===== src/pkg/sfe_pkg.sv =====
/*
  Package for the serial flash SPI front end: instruction codes, frame
  layout, frame phase states and the user-side carrier structs.
  Assumes one 25 MHz system clock that oversamples the SPI pins.
*/
package sfe_pkg;

  localparam int          SFE_OPCODE_BITS = 8;
  localparam int          SFE_ADDR_BITS   = 24;
  localparam logic [7:0]  SFE_OP_WRSR     = 8'h01;
  localparam logic [7:0]  SFE_OP_READ     = 8'h03;
  localparam logic [7:0]  SFE_OP_FREAD    = 8'h0B;
  localparam logic [7:0]  SFE_OP_DREAD    = 8'h3B;
  localparam logic [7:0]  SFE_OP_RDSR     = 8'h05;
  localparam logic [5:0]  SFE_CNT_RST     = 6'h00;
  localparam logic [7:0]  SFE_SHIFT_RST   = 8'h00;
  localparam logic [5:0]  SFE_DUMMY_END   = 6'h27;
  localparam logic [5:0]  SFE_ADDR_END    = 6'h1F;
  localparam int          SFE_SYNC_STAGES = 2;

  typedef enum logic [1:0] {
    SFE_ST_OPCODE = 2'b00,
    SFE_ST_ADDR   = 2'b01,
    SFE_ST_DATA   = 2'b10,
    SFE_ST_IGNORE = 2'b11
  } sfe_phase_t;

  // request towards the memory core
  typedef struct packed {
    logic        op_valid;
    logic [7:0]  opcode;
    logic        addr_valid;
    logic [23:0] addr;
    logic        byte_valid;
    logic [7:0]  wr_byte;
    logic        sr_write_ok;
  } sfe_req_t;

  // pin drive bundle
  typedef struct packed {
    logic dout;
    logic dout_oe_n;
    logic dio_out;
    logic dio_oe_n;
  } sfe_pins_t;

endpackage


===== src/rtl/sfe_sync.sv =====
/*
  Two-flop level synchroniser for one pin, with a reset value.
  Assumes the input is asynchronous to clock_i.
*/
`timescale 1ns/10ps
module sfe_sync
  import sfe_pkg::*;
#(
  parameter logic RST_VAL = 1'b1
) (
  input  wire logic clock_i,  // system clock
  input  wire logic rstn_i,   // async reset, active low
  input  wire logic d_i,      // async pin level
  output logic      q_o       // synchronised level
);
  logic meta_reg;
  logic q_reg;

  always_ff @(posedge clock_i or negedge rstn_i) begin
    if (!rstn_i) begin
      meta_reg <= RST_VAL;
      q_reg    <= RST_VAL;
    end else begin
      meta_reg <= d_i;
      q_reg    <= meta_reg;
    end
  end

  assign q_o = q_reg;
endmodule


===== src/rtl/sfe_front_end.sv =====
/*
  SPI slave front end of a serial flash: select gating, mode 0/3 edge
  handling, single and dual output read, and the pause function.
  Assumes the serial clock is far slower than clock_i (320 ns vs 40 ns)
  and that the memory core supplies read bytes on rd_byte_i when asked.
*/
`timescale 1ns/10ps
module sfe_front_end
  import sfe_pkg::*;
(
  input  wire logic       clock_i,       // 25 MHz system clock
  input  wire logic       rstn_i,        // async reset, active low
  input  wire logic       cs_n_i,        // chip select pin, active low
  input  wire logic       sclk_i,        // serial clock pin
  input  wire logic       serial_inout_pin_i, // inout pin, input side
  output logic            serial_inout_pin_o, // inout pin, output side
  output logic            serial_inout_pin_oe_n_o, // low while driving
  output logic            dout_o,        // data output pin
  output logic            dout_oe_n_o,   // low while driving
  input  wire logic       wp_n_i,        // write protect pin, active low
  input  wire logic       pause_n_i,     // pause pin, active low
  input  wire logic       sr_protect_i,  // protect bit from status core
  input  wire logic [7:0] rd_byte_i,     // next read byte from core
  output logic            rd_next_o,     // pulse: byte taken, advance
  output sfe_req_t        req_o,         // request bundle to core
  output logic            paused_o,      // level: pause active
  output logic            armed_o        // level: first select seen
);
  // ----------------------------------------
  // pin synchronisers
  // ----------------------------------------
  logic cs_n_s, sclk_s, dio_s, wp_n_s, pause_n_s;

  sfe_sync #(.RST_VAL(1'b1)) u_cs   (.clock_i(clock_i), .rstn_i(rstn_i), .d_i(cs_n_i),             .q_o(cs_n_s));
  sfe_sync #(.RST_VAL(1'b0)) u_sclk (.clock_i(clock_i), .rstn_i(rstn_i), .d_i(sclk_i),             .q_o(sclk_s));
  sfe_sync #(.RST_VAL(1'b0)) u_dio  (.clock_i(clock_i), .rstn_i(rstn_i), .d_i(serial_inout_pin_i), .q_o(dio_s));
  sfe_sync #(.RST_VAL(1'b1)) u_wp   (.clock_i(clock_i), .rstn_i(rstn_i), .d_i(wp_n_i),             .q_o(wp_n_s));
  sfe_sync #(.RST_VAL(1'b1)) u_hold (.clock_i(clock_i), .rstn_i(rstn_i), .d_i(pause_n_i),          .q_o(pause_n_s));

  // ----------------------------------------
  // edge detection
  // ----------------------------------------
  logic sclk_d_reg, cs_d_reg, pause_d_reg;
  logic sclk_rise, sclk_fall, cs_fall, pause_fall, pause_rise;

  always_ff @(posedge clock_i or negedge rstn_i) begin
    if (!rstn_i) begin
      sclk_d_reg  <= 1'b0;
      cs_d_reg    <= 1'b1;
      pause_d_reg <= 1'b1;
    end else begin
      sclk_d_reg  <= sclk_s;
      cs_d_reg    <= cs_n_s;
      pause_d_reg <= pause_n_s;
    end
  end

  // edges found from level changes only, so idle level is irrelevant
  assign sclk_rise  = sclk_s & ~sclk_d_reg;
  assign sclk_fall  = ~sclk_s & sclk_d_reg;
  assign cs_fall    = ~cs_n_s & cs_d_reg;
  assign pause_fall = ~pause_n_s & pause_d_reg;
  assign pause_rise = pause_n_s & ~pause_d_reg;

  logic selected;
  assign selected = ~cs_n_s;

  // ----------------------------------------
  // arming after reset
  // ----------------------------------------
  logic armed_reg;
  always_ff @(posedge clock_i or negedge rstn_i) begin
    if (!rstn_i) begin
      armed_reg <= 1'b0;
    end else if (cs_fall) begin
      armed_reg <= 1'b1;
    end
  end
  assign armed_o = armed_reg;

  // ----------------------------------------
  // pause state
  // ----------------------------------------
  logic paused_reg, pend_on_reg, pend_off_reg;
  always_ff @(posedge clock_i or negedge rstn_i) begin
    if (!rstn_i) begin
      paused_reg   <= 1'b0;
      pend_on_reg  <= 1'b0;
      pend_off_reg <= 1'b0;
    end else if (!selected) begin
      paused_reg   <= 1'b0;
      pend_on_reg  <= 1'b0;
      pend_off_reg <= 1'b0;
    end else begin
      if (pause_fall) begin
        pend_off_reg <= 1'b0;
        if (!sclk_s) paused_reg <= 1'b1;
        else pend_on_reg <= 1'b1;
      end else if (pause_rise) begin
        pend_on_reg <= 1'b0;
        if (!sclk_s) paused_reg <= 1'b0;
        else pend_off_reg <= 1'b1;
      end else if (sclk_fall) begin
        if (pend_on_reg) paused_reg <= 1'b1;
        if (pend_off_reg) paused_reg <= 1'b0;
        pend_on_reg  <= 1'b0;
        pend_off_reg <= 1'b0;
      end
    end
  end
  assign paused_o = paused_reg;

  // clock edges reach the shifter only while selected, armed, not paused
  logic active, rise_ok, fall_ok;
  assign active  = selected & armed_reg & ~paused_reg;
  assign rise_ok = active & sclk_rise;
  // the fall that starts a pause still shifts; the one that ends it does not
  assign fall_ok = active & sclk_fall & ~pend_off_reg;

  // ----------------------------------------
  // input shifter and frame decode
  // ----------------------------------------
  sfe_phase_t phase_reg;
  logic [5:0] bit_cnt_reg;
  logic [7:0] shift_reg;
  logic [7:0] opcode_reg;
  logic [23:0] addr_reg;
  logic [2:0]  byte_bit_reg;
  logic        dual_reg;
  logic        out_en_reg;
  logic [7:0]  shift_next;
  assign shift_next = {shift_reg[6:0], dio_s};

  logic op_valid_reg, addr_valid_reg, byte_valid_reg;

  always_ff @(posedge clock_i or negedge rstn_i) begin
    if (!rstn_i) begin
      phase_reg      <= SFE_ST_OPCODE;
      bit_cnt_reg    <= SFE_CNT_RST;
      shift_reg      <= SFE_SHIFT_RST;
      opcode_reg     <= SFE_SHIFT_RST;
      addr_reg       <= '0;
      byte_bit_reg   <= 3'h0;
      op_valid_reg   <= 1'b0;
      addr_valid_reg <= 1'b0;
      byte_valid_reg <= 1'b0;
    end else begin
      op_valid_reg   <= 1'b0;
      addr_valid_reg <= 1'b0;
      byte_valid_reg <= 1'b0;
      if (!selected) begin
        phase_reg    <= SFE_ST_OPCODE;
        bit_cnt_reg  <= SFE_CNT_RST;
        byte_bit_reg <= 3'h0;
      end else if (rise_ok) begin
        shift_reg   <= shift_next;
        // saturate so long reads keep streaming
        if (bit_cnt_reg != 6'h3F) bit_cnt_reg <= bit_cnt_reg + 6'h01;
        case (phase_reg)
          SFE_ST_OPCODE: begin
            if (bit_cnt_reg == 6'h07) begin
              opcode_reg   <= shift_next;
              op_valid_reg <= 1'b1;
              case (shift_next)
                SFE_OP_READ, SFE_OP_FREAD, SFE_OP_DREAD: phase_reg <= SFE_ST_ADDR;
                default: phase_reg <= SFE_ST_DATA;
              endcase
            end
          end
          SFE_ST_ADDR: begin
            addr_reg <= {addr_reg[22:0], dio_s};
            if (bit_cnt_reg == SFE_ADDR_END) begin
              addr_valid_reg <= 1'b1;
              phase_reg      <= SFE_ST_IGNORE;  // reads carry no write bytes
            end
          end
          SFE_ST_DATA: begin
            byte_bit_reg <= byte_bit_reg + 3'h1;
            if (byte_bit_reg == 3'h7) byte_valid_reg <= 1'b1;
          end
          default: ;
        endcase
      end
    end
  end

  // output starts after address for plain read, after dummy byte for fast reads
  logic out_start;
  assign out_start = (opcode_reg == SFE_OP_READ) ? (bit_cnt_reg > SFE_ADDR_END)
                                                 : (bit_cnt_reg > SFE_DUMMY_END);
  logic is_read;
  assign is_read = (opcode_reg == SFE_OP_READ) | (opcode_reg == SFE_OP_FREAD)
                 | (opcode_reg == SFE_OP_DREAD) | (opcode_reg == SFE_OP_RDSR);

  // ----------------------------------------
  // output shifter, falling edges only
  // ----------------------------------------
  logic [7:0] out_sr_reg;
  logic [2:0] out_cnt_reg;
  logic       dout_reg, dio_out_reg, rd_next_reg;
  logic       rdsr_start;
  assign rdsr_start = (opcode_reg == SFE_OP_RDSR) && (bit_cnt_reg >= 6'h08);

  always_ff @(posedge clock_i or negedge rstn_i) begin
    if (!rstn_i) begin
      out_sr_reg  <= SFE_SHIFT_RST;
      out_cnt_reg <= 3'h0;
      dout_reg    <= 1'b0;
      dio_out_reg <= 1'b0;
      dual_reg    <= 1'b0;
      out_en_reg  <= 1'b0;
      rd_next_reg <= 1'b0;
    end else begin
      rd_next_reg <= 1'b0;
      if (!selected) begin
        out_cnt_reg <= 3'h0;
        dual_reg    <= 1'b0;
        out_en_reg  <= 1'b0;
      end else if (fall_ok && is_read && (out_start || rdsr_start)) begin
        out_en_reg <= 1'b1;
        dual_reg   <= (opcode_reg == SFE_OP_DREAD);
        if (out_cnt_reg == 3'h0) begin
          if (opcode_reg == SFE_OP_DREAD) begin
            dio_out_reg <= rd_byte_i[7];
            dout_reg    <= rd_byte_i[6];
            out_sr_reg  <= {rd_byte_i[5:0], 2'b00};
            out_cnt_reg <= 3'h3;
          end else begin
            dout_reg    <= rd_byte_i[7];
            out_sr_reg  <= {rd_byte_i[6:0], 1'b0};
            out_cnt_reg <= 3'h7;
          end
          rd_next_reg <= 1'b1;
        end else if (dual_reg) begin
          dio_out_reg <= out_sr_reg[7];
          dout_reg    <= out_sr_reg[6];
          out_sr_reg  <= {out_sr_reg[5:0], 2'b00};
          out_cnt_reg <= out_cnt_reg - 3'h1;
        end else begin
          dout_reg    <= out_sr_reg[7];
          out_sr_reg  <= {out_sr_reg[6:0], 1'b0};
          out_cnt_reg <= out_cnt_reg - 3'h1;
        end
      end
    end
  end

  assign rd_next_o               = rd_next_reg;
  assign dout_o                  = dout_reg;
  assign serial_inout_pin_o      = dio_out_reg;
  assign dout_oe_n_o             = ~(selected & out_en_reg & ~paused_reg);
  assign serial_inout_pin_oe_n_o = ~(selected & out_en_reg & dual_reg & ~paused_reg);

  // ----------------------------------------
  // core request
  // ----------------------------------------
  always_comb begin
    req_o             = '0;
    req_o.op_valid    = op_valid_reg;
    req_o.opcode      = opcode_reg;
    req_o.addr_valid  = addr_valid_reg;
    req_o.addr        = addr_reg;
    req_o.byte_valid  = byte_valid_reg;
    req_o.wr_byte     = shift_reg;
    req_o.sr_write_ok = ~(sr_protect_i & ~wp_n_s);
  end
endmodule


===== config.mk =====
export PLATFORM = sky130hd
export DESIGN_NAME = sfe_front_end
export DESIGN_NICKNAME = d
export VERILOG_FILES = /design/src/pkg/sfe_pkg.sv /design/src/rtl/sfe_sync.sv /design/src/rtl/sfe_front_end.sv
export SDC_FILE = /design/constraint.sdc
export NUM_CORES = 1
export LEC_CHECK = 0
export BUFFER_PORTS_ARGS = -buffer_cell sky130_fd_sc_hd__buf_2
export CAP_MARGIN = 20
export CORE_ASPECT_RATIO = 0.7
export CORE_MARGIN = 1.5
export CORE_UTILIZATION = 50
export CTS_CLUSTER_SIZE = 30
export DETAILED_ROUTE_END_ITERATION = 8
export GPL_TIMING_DRIVEN = 0
export PLACE_DENSITY = 0.87
export SYNTH_ARGS = -nofsm -noshare
export SYNTH_HDL_FRONTEND = slang
export SYNTH_SLANG_ARGS = --single-unit

===== constraint.sdc =====
create_clock -name clock_i -period 2.3 [get_ports clock_i]
set_clock_uncertainty 0.15 [all_clocks]
set_input_delay 0.46 -clock clock_i [delete_from_list [all_inputs] [get_ports clock_i]]
set_output_delay 0.46 -clock clock_i [all_outputs]
set_load 0.1 [all_outputs]

# --- Yosys cells after proc, flatten, opt, wreduce, memory -nomap -nowiden ---
# Cells that the tools add are included.
op_classes:
  n_eq_ne: 20
  order_cmp: 3
  mux: 61
  addsub: 3
  reduce_logical: 26
  bitwise: 29
ops:
  columns: ["operator", "count"]
  rows:
  - ["two-way mux 1 bit", 42]
  - ["two-way mux 8 bit", 3]
  - ["two-way mux 3 bit", 7]
  - ["two-way mux 6 bit", 3]
  - ["equality test 8 x 2 -> 1 bit, second input constant", 2]
  - ["equality test 8 x 4 -> 1 bit, second input constant", 2]
  - ["equality test 8 x 6 -> 1 bit, second input constant", 2]
  - ["AND reduction 4 bit", 4]
  - ["AND 1 bit", 15]
  - ["AND reduction 2 bit", 6]
  - ["NOT 1 bit", 11]
  - ["two-way mux 2 bit", 5]
  - ["nonzero test 2 bit", 5]
  - ["equality test 8 x 3 -> 1 bit, second input constant", 1]
  - ["adder 6 x 1 -> 6 bit, second input constant", 1]
  - ["equality test 6 x 3 -> 1 bit, second input constant", 1]
  - ["equality test 6 x 5 -> 1 bit, second input constant", 1]
  - ["greater-or-equal comparator 6 x 4 -> 1 bit, second input constant", 1]
  - ["> comparator 6 x 5 -> 1 bit, second input constant", 1]
  - ["> comparator 6 bit, second input constant", 1]
  - ["inequality test 3 x 2 -> 1 bit, second input constant", 2]
  - ["inequality test 3 bit, second input constant", 2]
  - ["inequality test 6 bit, second input constant", 1]
  - ["nonzero test 5 bit", 1]
  - ["other kinds (18)", 22]
word_totals:
  output_inout_bits: 51
  reg_bits: 87
  in_bits: 16

# --- Longest topological paths before layout ---
logic_depth:
  depth_word: 9
  depth_mapped: 8
  mapped_depth_nobuf: 7

# --- Modules after synthesis ---
# From an unflattened synthesis, not the netlist that was laid out.
hier_totals:
  cells_unflattened: 304
  hier_area_um2: 3925.0
by_module_without_submodules:
  columns: ["mod", "cells_each", "area_per_inst_um2", "seq_area_each_um2", "n_inst"]
  rows:
  - ["sfe_front_end", 294, 3667.3, 1904.3, 1]
  - ["sfe_sync (u_cs ...)", 2, 52.6, 52.6, 3]
  - ["sfe_sync (u_dio ...)", 2, 50.0, 50.0, 2]

# --- Least setup slack after synthesis ---
# No wires, ideal clock.
synth_path:
  kind: "reg2reg"
  start: "register opcode_reg[0]"
  end: "register dout_reg (netlist: dout_o)"
  path_stages_with_launch: 7
  setup_ps: 126
  slack_ps: -752
  t_arrival_ps: 2776
  cell_sequence: "dfrtp_1 -> nor3b_1 -> nand2_1 -> or4b_2 -> nand4_2 -> buf_6 -> mux2_2"
synth_via:
  elab_chain_len: 7
  elab_cells_between_ends: 15
synth_rtl:
  columns: ["item", "line", "source"]
  rows:
  - ["start, declared", "sfe_front_end.sv:126", "logic [7:0] opcode_reg;"]
  - ["start signal, assigned", "sfe_front_end.sv:162", "opcode_reg <= shift_next;"]
  - ["equality test 8 x 2 -> 1 bit or equality test 8 x 4 -> 1 bit (tied branches)", "sfe_front_end.sv:189, sfe_front_end.sv:192", null]
  - ["OR 1 bit", "sfe_front_end.sv:192", "assign is_read = (opcode_reg == SFE_OP_READ) | (opcode_reg == SFE_OP_FREAD)"]
  - ["OR 1 bit (2 in a row)", "sfe_front_end.sv:193", "| (opcode_reg == SFE_OP_DREAD) | (opcode_reg == SFE_OP_RDSR);"]
  - ["logical AND 1 bit (2 in a row)", "sfe_front_end.sv:219", "end else if (fall_ok && is_read && (out_start || rdsr_start)) begin"]
  - ["AND reduction 2 bit (no line)", null, null]
  - ["end signal, assigned", "sfe_front_end.sv:225", "dout_reg <= rd_byte_i[6];"]
  - ["end signal, assigned", "sfe_front_end.sv:229", "dout_reg <= rd_byte_i[7];"]
  - ["end signal, assigned", "sfe_front_end.sv:236", "dout_reg <= out_sr_reg[6];"]
  - ["end, declared", "sfe_front_end.sv:200", "logic dout_reg, dio_out_reg, rd_next_reg;"]
# Parallel ways exist; a longest one is shown, timed or not.
# A chain may end at the register's enable or synchronous reset.

# --- Final worst setup path ---
layout_path:
  start: "register paused_reg (netlist: paused_o)"
  end: "register opcode_reg[2]"
layout_via:
  elab_chain_len: 4
layout_rtl:
  columns: ["item", "line", "source"]
  rows:
  - ["start, declared", "sfe_front_end.sv:84", "logic paused_reg, pend_on_reg, pend_off_reg;"]
  - ["start signal, assigned", "sfe_front_end.sv:87", "paused_reg <= 1'b0;"]
  - ["start signal, assigned", "sfe_front_end.sv:91", "paused_reg <= 1'b0;"]
  - ["start signal, assigned", "sfe_front_end.sv:97", "if (!sclk_s) paused_reg <= 1'b1;"]
  - ["NOT 1 bit", "sfe_front_end.sv:115", "assign active = selected & armed_reg & ~paused_reg;"]
  - ["AND 1 bit", "sfe_front_end.sv:115", null]
  - ["AND 1 bit", "sfe_front_end.sv:116", "assign rise_ok = active & sclk_rise;"]
  - ["AND reduction 4 bit (no line)", null, null]
# Every way passes these cells.

==> run_results.csv <==
group,metric,value,unit
routing,first_iter_violations,99,
clocking,numCtsBuffers,9,
critical_path,r2r_slack,-100,ps
global_route,antenna_found_initial,0,
critical_path,start_kind,"flop",
place,placed_area,0.004432,sq mm
synthesis,syn_nets,331,
floorplanning,rows,26,
routing,wl,7741,um
routing,drc,0,
outcome,status,"complete, but fails checks",
routing,wl_per_cell,15.73,um
sta,slew_viol_final,0,
floorplanning,fp.coreArea,0.007385,sq mm
floorplanning,io_pins,67,
routing,antenna_left,0,
global_route,gr-total-overflow,0,
sta,slew_headroom,66.31,%
sta,rsz0062_at_grt,"yes",
sta,period_minus_slack,2402,ps
synthesis,synth_edf_count,0,
routing,dr.pass1.iters,4,
clocking,cts_tree,"built",
synthesis,synthDistinctLibCells,45,
critical_path,critPathKind,"reg2reg",
clocking,clk_pin_slew,90,ps
synthesis,synthFlopType,"dfrtp_1",
critical_path,cpPeakStageDelay,480,ps
synthesis,ys_seq_area_share,56.27,%
layout,syn_to_final_growth,23.22,%
outcome,violations,"setup timing",
global_route,first_global_vias,2685,
place,gp_congestion,0.8003,
pwr,power_density,724.2,mW/mm^2
critical_path,cp.required,2400,ps
layout,fin_area,0.004735,sq mm
floorplanning,initial_core_util,52.03,%
place,hpwlAfterDp,5373,um
layout,drive_gt1_share,47.46,%
layout,largest_reg_flops,24,
pwr,vdd_drop_max,0.5691,mV
pwr,p_leak,2.388,nW
place,dp_worst_setup_slack,-214.6,ps
critical_path,cp-end-kind,"flop",
worst_hold_path,hold_path_class,"in2reg",
synthesis,synthCells,306,
layout,final_nets,414,
critical_path,worst_ep_arrival_time,2500,ps
synthesis,synth_area_per_cell,12.56,sq um
sta,max_freq,0.4164,GHz
synthesis,ys.warnings.count,0,
critical_path,worstPathMaxFanout,5,
clocking,root_buffer,"clkbuf_8",
clocking,clock_latency,360,ps
place,io_buffers,66,
floorplanning,fp.dieH,76.35,um
sta,worst_slew_pin_slew,505.3,ps
routing,drt-vias-per-instance,5.258,
sta,timing.final.ws_setup,-101.8,ps
sta,post-route-period-util,104.4,%
global_route,grt_pass1_wl,12890,um
clocking,clkSinkCount,86,
global_route,grt.total_usage,20.40,%
layout,insertedDiodeCount,0,
routing,num_vias,2587,
floorplanning,die_x,107.8,um
synthesis,synth-seq-cells,86,
critical_path,slowest_stage,"dfrtp_4",
synthesis,async_flop_share,100.0,%
sta,setup_viol,8,
sta,hold_viol_final,0,
layout,final.fill_count,570,
clocking,clock_path_buffers,2,
synthesis,netlist_area,0.003842,sq mm
flow_run,cap_violations,0,
critical_path,path_cells,"or3b_4, or3_4, or4_4, buf_6, mux2_4",
floorplanning,die_area,0.008228,sq mm
clocking,h-tree-depth,3,
sta,holdWs,37.33,ps
global_route,grt_max_degree,70,
pwr,total_power,3.429,mW
==> worst max-delay path, delay by kind of cell, from the launching register on <==
family,cells,cell delay [ps]
muxes,1,290
DFF,1,480
and+or+nand+nor,3,1200
buffers and inverters,1,170
==> area by class of cell <==
cell class	instances	area, sq um	area share [%]
inverters	15	56.30	1.189
flip-flops and latches	86	2192	46.30
clock inverters	6	68.82	1.453
plain buffers	14	115.1	2.431
repair buffers	73	411.6	8.695
clock buffers	10	137.6	2.907
well taps	98	122.6	2.590
multi-input cells	190	1630	34.43
==> routing by layer <==
layer | up-vias | wire length, um | share of wire (%) | GRT usage, %
met4 | 0 | 88 | 1.1 | 5.789
li1 | 1228 | - | - | -
met5 | - | 0 | 0 | 0
met1 | 1284 | 3425 | 44 | 25.87
met3 | 11 | 485 | 6.3 | 8.298
met2 | 64 | 3742 | 48 | 32.36
==> cell usage after synthesis, types with 2 or more instances <==
library cell	count	area, sq um
xnor2_1	2	17.52
mux2_2	50	563.0
nor3b_1	3	22.52
nand2_1	21	78.83
nand3b_1	2	15.01
a21oi_1	8	40.04
nor2b_1	2	12.51
dfstp_2	8	210.2
mux2_4	8	120.1
clkbuf_1	7	26.28
o21ai_0	15	75.07
buf_4	4	30.03
nor2_1	14	52.55
a31oi_1	2	12.51
nor3_1	4	20.02
and2_1	2	12.51
nand4_1	5	31.28
nand3_1	7	35.03
buf_2	2	10.01
nand2b_1	3	18.77
xor2_1	3	26.28
inv_1	15	56.30
mux2i_1	12	120.1
ha_1	9	112.6
dfrtp_1	78	1952
==> final timing paths <==
check                                start               to  depth (start not counted)
max                               paused_o    opcode_reg[2]                          5
min                              pause_n_i  u_hold.meta_reg                          1
max reg2reg                       paused_o    opcode_reg[2]                          5
min reg2reg                u_hold.meta_reg       u_hold.q_o                          0
max in group asynchronous           rstn_i    u_cs.meta_reg                          3
min in group asynchronous           rstn_i     op_valid_reg                          2
==> cell usage in the layout, fill, tap and decap left out, types with 3 or more instances in the layout <==
master / instances
nand4_1: 5
mux2_2: 46
xor2_1: 3
dfstp_2: 8
inv_1: 15
mux2_4: 12
nor2_1: 14
nand3_1: 7
dfrtp_1: 68
mux2i_1: 12
dfrtp_4: 7
nand2_1: 20
o21ai_0: 15
buf_4: 9
a21oi_1: 8
nand2b_1: 3
dfrtp_2: 3
ha_1: 9
clkbuf_8: 12
buf_2: 66
==> per-stage QoR <==
step           util (%)  cells  setup TNS [ps]
3_5_place_dp      60.01    471           -2563
5_1_grt           64.11    492           -1215
2_1_floorplan         -    306           -3447
3_3_place_gp      59.61    470           -6690
6_report          64.11    492          -761.7
4_1_cts           63.59    490           -1526
==> what timing repair did <==
item,4_1_cts,5_1_grt
setup endpoints to repair,28,37
gates resized for setup,9,5
hold endpoints to repair,15,0
pin swaps,2,6
gates cloned,1,0
setup buffers,2,2
hold buffers,1,0
==> logic make-up (layout without fill, tap and decap cells) <==
group	after synthesis	in the layout	share of synthesized area [%]
adders and majority gates	9	9	2.931
xor gates and xnor gates	5	5	1.140
DFF	86	86	56.27
AOI/OAI and AO/OA	32	32	4.885
buffers and inverters	30	118	3.582
and+or+nand+nor	74	74	10.29
muxes	70	70	20.91
==> power by group <==
part	leakage [nW]	switching [mW]	internal, mW
sequential	1.09	0.0921	1.59
clock	0.103	0.553	0.539
combinational	1.19	0.532	0.128
Note: power is estimated with default switching activity, not from simulation.
